**src/hw/mies_pkg.sv**
```systemverilog
/*
  Constants, operation codes and carrier types for the subset execution unit.
  Assumes a single core clock and a decoder that presents one decoded
  instruction at a time.
*/
package mies_pkg;
  // ------------------------------------------------------------
  // Widths
  // ------------------------------------------------------------
  localparam int MIES_DATA_W = 8;
  localparam int MIES_FILE_AW = 6;
  localparam int MIES_PAGE_AW = 4;
  localparam int MIES_PC_W = 11;
  localparam int MIES_WAIT_W = 2;

  // ------------------------------------------------------------
  // Reset values and fixed addresses
  // ------------------------------------------------------------
  localparam logic [7:0] MIES_ACC_RESET = 8'h00;
  localparam logic MIES_ZERO_RESET = 1'b0;
  localparam logic [10:0] MIES_PC_RESET = 11'h000;
  localparam logic [10:0] MIES_INT_VECTOR = 11'h001;
  localparam logic [10:0] MIES_PC_STEP = 11'h001;
  localparam logic [10:0] MIES_PC_SKIP_STEP = 11'h002;
  localparam logic [7:0] MIES_ONE = 8'h01;
  localparam logic [7:0] MIES_ZERO_BYTE = 8'h00;

  // ------------------------------------------------------------
  // Cycle counts, and the extra stall cycles derived from them
  // ------------------------------------------------------------
  localparam int MIES_INT_CYCLES = 3;
  localparam int MIES_JUMP_CYCLES = 2;
  localparam int MIES_SKIP_CYCLES = 2;
  localparam logic [1:0] MIES_INT_STALL = 2'(MIES_INT_CYCLES - 1);
  localparam logic [1:0] MIES_JUMP_STALL = 2'(MIES_JUMP_CYCLES - 1);
  localparam logic [1:0] MIES_SKIP_STALL = 2'(MIES_SKIP_CYCLES - 1);
  localparam logic [1:0] MIES_NO_STALL = 2'h0;
  localparam logic [1:0] MIES_STALL_STEP = 2'h1;

  // ------------------------------------------------------------
  // Types
  // ------------------------------------------------------------
  typedef enum logic [2:0] {
    NOP_OP,
    INC_SKIP_ZERO_OP,
    SOFT_INT_OP,
    OR_LITERAL_OP,
    OR_FILE_REG_OP,
    PAGE_STORE_OP,
    PAGE_LOAD_OP,
    LONG_JUMP_OP
  } mies_op_type;

  typedef struct packed {
    mies_op_type op;
    logic [7:0] literal;
    logic [5:0] file_addr;
    logic dest;
    logic [3:0] page_addr;
    logic [10:0] target;
  } mies_instr_type;

  typedef struct packed {
    logic we;
    logic [5:0] addr;
    logic [7:0] data;
  } mies_file_wr_type;

  typedef struct packed {
    logic we;
    logic [3:0] addr;
    logic [7:0] data;
  } mies_page_wr_type;

  typedef enum logic {
    ST_RUN,
    ST_WAIT
  } mies_state_type;
endpackage

```
**src/hw/mies_core.sv**
```systemverilog
/*
  Execution unit for a subset of an 8-bit core: increment-and-skip, software
  interrupt, OR with literal, OR with file register, page store, page load
  and long jump. Holds accumulator, zero flag and program counter.
  Assumes the decoder presents an instruction with its file-register read
  data in the same cycle, and honours O_READY and O_SKIP.
*/
`timescale 1ns/1ps
module mies_core
  import mies_pkg::*;
(
  input wire logic I_MCLK,
  input wire logic I_RST,
  input wire logic I_INSTR_VALID,
  input wire mies_instr_type I_INSTR,
  input wire logic [7:0] I_FILE_RDATA,
  input wire logic [7:0] I_PAGE_RDATA,
  output logic O_READY,
  output logic [7:0] O_ACC,
  output logic O_ZERO,
  output logic [10:0] O_PC,
  output mies_file_wr_type O_FILE_WR,
  output mies_page_wr_type O_PAGE_WR,
  output logic O_STACK_PUSH,
  output logic [10:0] O_STACK_DATA,
  output logic O_SKIP
);

  // ------------------------------------------------------------
  // State
  // ------------------------------------------------------------
  mies_state_type state_ff;
  mies_state_type nxt_state;
  logic [1:0] wait_ff;
  logic [1:0] nxt_wait;
  logic [7:0] acc_ff;
  logic [7:0] nxt_acc;
  logic zero_ff;
  logic nxt_zero;
  logic [10:0] pc_ff;
  logic [10:0] nxt_pc;
  mies_file_wr_type file_wr_ff;
  mies_file_wr_type nxt_file_wr;
  mies_page_wr_type page_wr_ff;
  mies_page_wr_type nxt_page_wr;
  logic push_ff;
  logic [10:0] push_data_ff;
  logic skip_ff;

  // ------------------------------------------------------------
  // Decode
  // ------------------------------------------------------------
  wire ready = (state_ff == ST_RUN);
  // Offers made while stalled are ignored, not queued
  wire take = I_INSTR_VALID && ready;
  wire is_inc = take && (I_INSTR.op == INC_SKIP_ZERO_OP);
  wire is_int = take && (I_INSTR.op == SOFT_INT_OP);
  wire is_orl = take && (I_INSTR.op == OR_LITERAL_OP);
  wire is_orf = take && (I_INSTR.op == OR_FILE_REG_OP);
  wire is_store = take && (I_INSTR.op == PAGE_STORE_OP);
  wire is_load = take && (I_INSTR.op == PAGE_LOAD_OP);
  wire is_jump = take && (I_INSTR.op == LONG_JUMP_OP);

  wire [7:0] inc_res = 8'(I_FILE_RDATA + MIES_ONE);
  wire [7:0] orl_res = acc_ff | I_INSTR.literal;
  wire [7:0] orf_res = acc_ff | I_FILE_RDATA;
  wire inc_zero = (inc_res == MIES_ZERO_BYTE);
  wire do_skip = is_inc && inc_zero;
  wire [10:0] pc_next_seq = 11'(pc_ff + MIES_PC_STEP);

  // ------------------------------------------------------------
  // Next-state selection
  // ------------------------------------------------------------
  // Accumulator targets
  assign nxt_acc = is_orl ? orl_res :
                   (is_orf && !I_INSTR.dest) ? orf_res :
                   (is_inc && !I_INSTR.dest) ? inc_res :
                   is_load ? I_PAGE_RDATA : acc_ff;
  assign nxt_zero = is_orl ? (orl_res == MIES_ZERO_BYTE) :
                    is_orf ? (orf_res == MIES_ZERO_BYTE) : zero_ff;
  assign nxt_pc = is_jump ? I_INSTR.target :
                  is_int ? MIES_INT_VECTOR :
                  do_skip ? 11'(pc_ff + MIES_PC_SKIP_STEP) :
                  take ? pc_next_seq : pc_ff;
  assign nxt_file_wr = '{
    we: (is_orf || is_inc) && I_INSTR.dest,
    addr: I_INSTR.file_addr,
    data: is_inc ? inc_res : orf_res
  };
  assign nxt_page_wr = '{
    we: is_store,
    addr: I_INSTR.page_addr,
    data: acc_ff
  };
  // Stall cycles as no-operation
  // A stall counts down with nothing taken, so O_READY stays low meanwhile
  assign nxt_wait = is_int ? MIES_INT_STALL :
                    is_jump ? MIES_JUMP_STALL :
                    do_skip ? MIES_SKIP_STALL :
                    take ? MIES_NO_STALL :
                    (wait_ff != MIES_NO_STALL) ? 2'(wait_ff - MIES_STALL_STEP) :
                    MIES_NO_STALL;
  assign nxt_state = (nxt_wait != MIES_NO_STALL) ? ST_WAIT : ST_RUN;

  // ------------------------------------------------------------
  // Registers
  // ------------------------------------------------------------
  always_ff @(posedge I_MCLK)
  begin
    if (I_RST)
    begin
      state_ff <= ST_RUN;
      wait_ff <= MIES_NO_STALL;
      acc_ff <= MIES_ACC_RESET;
      zero_ff <= MIES_ZERO_RESET;
      pc_ff <= MIES_PC_RESET;
      file_wr_ff <= '0;
      page_wr_ff <= '0;
      push_ff <= 1'b0;
      push_data_ff <= MIES_PC_RESET;
      skip_ff <= 1'b0;
    end
    else
    begin
      state_ff <= nxt_state;
      wait_ff <= nxt_wait;
      acc_ff <= nxt_acc;
      zero_ff <= nxt_zero;
      pc_ff <= nxt_pc;
      file_wr_ff <= nxt_file_wr;
      page_wr_ff <= nxt_page_wr;
      push_ff <= is_int;
      push_data_ff <= pc_next_seq;
      skip_ff <= do_skip;
    end
  end

  // ------------------------------------------------------------
  // Outputs
  // ------------------------------------------------------------
  assign O_READY = ready;
  assign O_ACC = acc_ff;
  assign O_ZERO = zero_ff;
  assign O_PC = pc_ff;
  assign O_FILE_WR = file_wr_ff;
  assign O_PAGE_WR = page_wr_ff;
  assign O_STACK_PUSH = push_ff;
  assign O_STACK_DATA = push_data_ff;
  assign O_SKIP = skip_ff;
endmodule

```
**config.mk**
```make
export PLATFORM = sky130hd
export DESIGN_NAME = mies_core
export DESIGN_NICKNAME = d
export VERILOG_FILES = /design/src/hw/mies_pkg.sv /design/src/hw/mies_core.sv
export SDC_FILE = /design/constraint.sdc
export NUM_CORES = 1
export LEC_CHECK = 0
export BUFFER_PORTS_ARGS = -buffer_cell sky130_fd_sc_hd__buf_2
export CAP_MARGIN = 20
export CORE_MARGIN = 5
export CORE_UTILIZATION = 49
export CTS_CLUSTER_SIZE = 40
export DETAILED_ROUTE_END_ITERATION = 6
export GPL_ROUTABILITY_DRIVEN = 0
export PLACE_DENSITY = 0.79
export SYNTH_ARGS = -nofsm -noshare
export SYNTH_HDL_FRONTEND = slang
export SYNTH_SLANG_ARGS = --single-unit
```
**constraint.sdc**
```tcl
create_clock -name I_MCLK -period 2.5 [get_ports I_MCLK]
set_clock_uncertainty 0.15 [all_clocks]
set_input_delay 0.125 -clock I_MCLK [delete_from_list [all_inputs] [get_ports I_MCLK]]
set_output_delay 0.125 -clock I_MCLK [all_outputs]
set_load 0.01 [all_outputs]
```
## Yosys cells after proc, flatten, opt, wreduce, memory -nomap -nowiden

Cells that the tools add are included.
Widths: inputs -> output; s select.

- Register bits after elaboration: 64
- Output and inout bits: 62
- Word-level logic and storage cells: 67

- Bitwise gates (word level): 3
- Eq/ne operators: 7
- Reductions and logical operators: 22
- Add/subtract/negate cells: 4
- Multiplexer cells: 17

Operators with widths:

| operator | number |
|---|---|
| $mux 11 | 4 |
| $mux 8 | 5 |
| $logic_not 8->1 | 3 |
| $or 8x8->8 | 2 |
| $eq 3x3->1 const B | 4 |
| $logic_and 1x1->1 | 12 |
| $add 11x1->11 const B | 1 |
| $add 11x2->11 const B | 1 |
| $mux 2 | 5 |
| $add 8x1->8 const B | 1 |
| $reduce_bool 4->1 | 2 |
| $eq 3x2->1 const B | 2 |
| $reduce_bool 2->1 | 3 |
| $eq 3x1->1 const B | 1 |
| $mux 1 | 3 |
| $sub 2x1->2 const B | 1 |
| $logic_not 1->1 | 1 |
| $logic_or 1x1->1 | 1 |
| $not 1->1 | 1 |

## Depth between registers and ports, before layout

- Depth after elaboration: 9
- Depth in mapped cells: 11

## Least setup slack after synthesis

Ideal clock, no wire load.

- Kind: register -> register
- From: register pc_ff[1] (netlist: O_PC[1])
- To: register pc_ff[9] (netlist: O_PC[9])
- Setup time: 0.086 ns
- Path slack: 0.454 ns
- Data arrival time: 1.810 ns
- Cell stages (with the launch flop): 9
- Cell sequence: dfxtp_1 > ha_1 > and3_1 > and3_1 > nand4_1 > xor2_1 > nor3_1 > a211oi_1 > a211oi_1

- Longest elaborated chain between the ends: 5
- Elaborated cells on any way between the ends: 6
- Those cells by class: add/sub (2); mux (4)

RTL lines:

| item | line | text |
|---|---|---|
| from (decl) | mies_core.sv:40 | `logic [10:0] pc_ff;` |
| from (signal assigned) | mies_core.sv:129 | `pc_ff <= nxt_pc;` |
| $add 11x1->11 | mies_core.sv:69 | `wire [10:0] pc_next_seq = 11'(pc_ff + MIES_PC_STEP);` |
| $mux 11 | mies_core.sv:84 | `take ? pc_next_seq : pc_ff;` |
| $mux 11 (*) | mies_core.sv:83 | `do_skip ? 11'(pc_ff + MIES_PC_SKIP_STEP) :` |
| $mux 11 (*) | mies_core.sv:82 | `is_int ? MIES_INT_VECTOR :` |
| $mux 11 (*) | mies_core.sv:81 | `assign nxt_pc = is_jump ? I_INSTR.target :` |

Every way passes the cells marked *; elsewhere a longest branch is shown, timed or not. The select of a mux whose other input is x is not followed.
A chain may end at the register's enable or synchronous reset.

## Worst setup path after layout

- From: input I_FILE_RDATA[3]
- To: register pc_ff[3] (netlist: O_PC[3])

- Longest elaborated chain between the ends: 6
- Elaborated cells on any way between the ends: 7
- Those cells by class: add/sub (1); mux (3); reduce/logical (3)

RTL lines:

| item | line | text |
|---|---|---|
| from (decl) | mies_core.sv:16 | `input wire logic [7:0] I_FILE_RDATA,` |
| $add 8x1->8 (*) | mies_core.sv:64 | `wire [7:0] inc_res = 8'(I_FILE_RDATA + MIES_ONE);` |
| $logic_not 8->1 (*) | mies_core.sv:67 | `wire inc_zero = (inc_res == MIES_ZERO_BYTE);` |
| $logic_and 1x1->1 (*) | mies_core.sv:68 | `wire do_skip = is_inc && inc_zero;` |
| $mux 11 | mies_core.sv:83 |  |
| $mux 11 | mies_core.sv:82 |  |
| $mux 11 | mies_core.sv:81 |  |

Every way passes the cells marked *; elsewhere a longest branch is shown, timed or not.

==> run summary <==
STATUS
---------------------------------------------------------------------------------
Outcome                                                              finished clean

CLOCK NETWORK
---------------------------------------------------------------------------------
Clk buf depth                                                                   2
Clock Tree Root                                                      sky130_fd_sc_hd__clkbuf_8
Clock latency on the worst-skew pair                                       340 ps
H-tree levels                                                                   3
Setup Fix Bufs, Post-CTS                                                        0
Clock tree from TritonCTS                                                   built
Reg clk slew, reported paths                                                70 ps
Number of clock sinks                                                          64
Total CTS buffers                                                               9

SYNTH
---------------------------------------------------------------------------------
Part of the Yosys area used for sequential elements                        41.29%
Leading register cell type out of synthesis                          sky130_fd_sc_hd__dfxtp_1
Post-Syn Nets                                                                 435
Library cell occupying the most area in the post-synthesis netlist   sky130_fd_sc_hd__dfxtp_1
Gate count after technology mapping                                           379
Most numerous cell types in the synthesized netlist                  sky130_fd_sc_hd__dfxtp_1 (64), sky130_fd_sc_hd__nor2_1 (56), sky130_fd_sc_hd__nand2_1 (21)
Cell with the most instances after synthesis                         sky130_fd_sc_hd__dfxtp_1
Number of different library cells in the post-synthesis netlist                46
Share of Yosys cell area claimed by the top area cell type                 41.29%
Number of synthesized register bits                                            64
Ys async rst share                                                             0%
Cells taking the most area after synthesis                           sky130_fd_sc_hd__dfxtp_1 (41%), sky130_fd_sc_hd__nor2_1 (6.8%), sky130_fd_sc_hd__a211oi_1 (4.4%), sky130_fd_sc_hd__xor2_1 (3.4%), sky130_fd_sc_hd__nor2b_1 (3.2%)
Mean post-synth cell area                                             8.187 sq um
Post-synth EDFFs                                                                0
Netlist area before placement                                          3103 sq um
Synth warnings                                                                  0

CRITICAL PATH
---------------------------------------------------------------------------------
Critical path start-end classification                                  in -> reg
CP arrival                                                                2450 ps
Slowest stage cell, crit path                                        sky130_fd_sc_hd__dlygate4sd3_1
Critical path peak fanout                                                      14
Gate family responsible for the most delay along the worst path      buffers and inverters
Nature of the critical path endpoint                                    flip-flop
Crit path buf inv count                                                         3
Slowest cell delay on critical path                                        540 ps
List of cells traversed by the critical path                         dlygate4sd3_1 > buf_2 > and4_4 > and2_4 > o31ai_4 > and3_1 > buf_4 > o21ai_0 > xor2_1 > a211oi_1
Crit path required time                                                   2610 ps
Startpoint type of the worst setup path                              primary input

GLOBAL ROUTE
---------------------------------------------------------------------------------
Number of global-route vias before repair                                    3225
Antenna violations before repair                                                0
Remaining global-route overflow                                                 0
First-pass GRT wire length                                               15.08 mm
Maximum number of pins on one net before global-route repair                   29
Overall Global Routing Usage                                               24.19%

FLOORPLAN
---------------------------------------------------------------------------------
Die area                                                               8024 sq um
I/O pin total                                                                 114
Number of cell rows                                                            29
Die Ht                                                                   89.58 um
Initial cell density of the core                                           49.72%
Core Footprint                                                         6241 sq um
Die span in x                                                            89.58 um

DETAILED ROUTING
---------------------------------------------------------------------------------
Sum of routed wire length over all layers                                9.372 mm
Total number of vias                                                         3378
Drt first-iter violations                                                     173
Met2 WL post-DR                                                          4.511 mm
Average via count per standard cell                                         5.755
DR DRC count                                                                    0
Average detailed-routed wire length per instance                         15.97 um
Detailed-routed wire length on met3                                        960 um
Met1 wire length                                                         3.659 mm
Number of nets with antenna violations after detailed routing                   0
Highest metal used                                                           met4
Number of detailed-route iterations in the first pass                           5

LAYOUT
---------------------------------------------------------------------------------
Layout-stage area growth over the synthesis result                         32.18%
Post-layout nets                                                              564
Number of inserted diodes                                                       0
Final cell count without fillers                                              587
Share of cells above drive strength 1                                      28.43%

POWER AND IR DROP
---------------------------------------------------------------------------------
Proportion of total power due to net switching                             27.90%
Pwr/cell area                                                        563.5 nW/um^2
Proportion of power drawn by combinational gates                            18.2%
P_int                                                                     1666 uW
Leak Pwr                                                              0.001778 uW
Switching power of the nets                                              644.8 uW
Relative contribution of the clock network to total power                   33.1%
Sequential Power Share                                                      48.7%
Worst IR drop on VDD                                                    0.3572 mV

JOB
---------------------------------------------------------------------------------
Max-Cap Viols                                                                   0

TIMING
---------------------------------------------------------------------------------
Maximum clock rate                                                      426.0 MHz
Period utilisation layout                                                  93.90%
Setup repair after global routing missed its margin                            no
Worst-case headroom to the max-slew limit                                  61.24%
Number of pins with negative max-slew slack in the final report                 0
Post-route setup TNS                                                         0 ps
Pin slew with the least headroom to its limit                            579.2 ps
Final critical delay including setup and external delays                  2348 ps
Total of endpoints with negative setup slack in the final report                0
Hold Fails Final Rpt                                                            0

PLACE
---------------------------------------------------------------------------------
Port buffer count                                                             113
Number of cells in the design after placement                                 553
DP HPWL                                                                  6.714 mm

HOLD PATH
---------------------------------------------------------------------------------
Path type of the worst min-delay path                                   in -> reg

what timing repair did:
item                                    CTS  global route
endpoints found under the hold margin    21             0
endpoints found under the setup margin    0             1
gates resized for setup                   0             1
hold buffers                             21             0
flip-flops by register name, summed over array words and instances, names as in the netlist:
name,flops
wait_ff,2
O_ZERO,1
O_PAGE_WR,13
O_PC,11
O_SKIP,1
state_ff,1
O_FILE_WR,15
O_ACC,8
O_STACK_PUSH,1
O_STACK_DATA,11
layout by cell type, fill, tap and decap left out, types with 2 or more instances in the layout:
| master | Yosys | layout |
|---|---|---|
| sky130_fd_sc_hd__a221oi_1 | 9 | 9 |
| sky130_fd_sc_hd__inv_1 | 8 | 8 |
| sky130_fd_sc_hd__nand3_1 | 16 | 15 |
| sky130_fd_sc_hd__buf_4 | 0 | 14 |
| sky130_fd_sc_hd__ha_1 | 4 | 4 |
| sky130_fd_sc_hd__xnor2_1 | 6 | 6 |
| sky130_fd_sc_hd__nand2_1 | 21 | 21 |
| sky130_fd_sc_hd__o31ai_1 | 3 | 3 |
| sky130_fd_sc_hd__a31oi_1 | 7 | 7 |
| sky130_fd_sc_hd__nor4_1 | 4 | 4 |
| sky130_fd_sc_hd__nor3_1 | 16 | 16 |
| sky130_fd_sc_hd__xor2_1 | 12 | 12 |
| sky130_fd_sc_hd__or4_1 | 2 | 2 |
| sky130_fd_sc_hd__a21oi_1 | 19 | 19 |
| sky130_fd_sc_hd__o32ai_1 | 2 | 2 |
| sky130_fd_sc_hd__nor2b_1 | 16 | 16 |
| sky130_fd_sc_hd__a22oi_1 | 4 | 4 |
| sky130_fd_sc_hd__o2111ai_1 | 2 | 2 |
| sky130_fd_sc_hd__o22ai_1 | 6 | 6 |
| sky130_fd_sc_hd__buf_2 | 6 | 113 |
| sky130_fd_sc_hd__nand4b_1 | 2 | 2 |
| sky130_fd_sc_hd__mux2i_1 | 2 | 2 |
| sky130_fd_sc_hd__nor2_1 | 56 | 56 |
| sky130_fd_sc_hd__clkbuf_8 | 0 | 11 |
| sky130_fd_sc_hd__and3_1 | 8 | 8 |
| sky130_fd_sc_hd__a211oi_1 | 18 | 18 |
| sky130_fd_sc_hd__dlygate4sd3_1 | 0 | 21 |
| sky130_fd_sc_hd__o211ai_1 | 2 | 2 |
| sky130_fd_sc_hd__dfxtp_1 | 64 | 64 |
| sky130_fd_sc_hd__nand4_1 | 8 | 8 |
| sky130_fd_sc_hd__o21ai_0 | 18 | 18 |
routing by layer:
layer,GRT usage [%],vias up
li1,-,1627
met1,28.68,1533
met2,40.63,191
met3,7.208,27
met4,10.15,0
met5,0,-
logic make-up after synthesis:
group / Yosys count / synth area share (%)
xor+xnor: 18 / 5.081
flops: 64 / 41.29
buf+inv: 38 / 5.605
compound gates: 96 / 20.81
simple gates: 157 / 24.96
mux: 2 / 0.6452
fa+ha+maj: 4 / 1.613
cell type report:
class | count | area (sq um)
tap | 77 | 96.34
clock buffer | 12 | 155.1
fill | 546 | 2140
sequential | 64 | 1281
clock inverter | 1 | 5.005
multi-input combinational | 277 | 1653
inverter | 8 | 30.03
timing repair buffer | 148 | 880.8
power by group through the flow:
| stage | logic [uW] | registers, uW | clock network [uW] |
|---|---|---|---|
| final | 421 | 1130 | 764 |
| after global routing | 466 | 1130 | 837 |
| after CTS | 420 | 1120 | 783 |
| after detailed placement | 392 | 1150 | 0 |
| after global placement | 385 | 1140 | 0 |
| after floorplan | 203 | 1170 | 0 |
worst reg2reg max path, stage by stage (launching register included):
cell and delay [ps]:
sky130_fd_sc_hd__dfxtp_1 400, sky130_fd_sc_hd__buf_4 170, sky130_fd_sc_hd__ha_1 220, sky130_fd_sc_hd__nand3_1 240, sky130_fd_sc_hd__nor2_1 330, sky130_fd_sc_hd__nand2_1 80, sky130_fd_sc_hd__o32ai_1 150, sky130_fd_sc_hd__o22ai_1 130
sky130_fd_sc_hd__a211oi_1 220
final timing paths:
check	start	end	slack [ps]	depth (start not counted)
min reg2reg	wait_ff[1]	wait_ff[1]	330	2
max	I_FILE_RDATA[3]	O_PC[3]	150	10
max reg2reg	O_PC[1]	O_PC[8]	330	8
min	I_INSTR[0]	O_PC[0]	8	3
through the flow:
| stage | hold slack (ps) | power (uW) | instance area (sq um) | worst slack (ps) | util, % |
|---|---|---|---|---|---|
| final | 8.292 | 2311 | 4101 | 152.5 | 65.72 |
| after global routing | 11.26 | 2435 | 4101 | 46.49 | 65.72 |
| after CTS | 0.1621 | 2326 | 4096 | 172.7 | 65.64 |
| after detailed placement | 190.8 | 1537 | 3726 | 234.9 | 59.70 |
| after global placement | 183.9 | 1530 | 3726 | 319.2 | 59.70 |
| after floorplan | 103.2 | 1372 | 3103 | 454.4 | - |
Note: power is estimated with default switching activity, not from simulation.
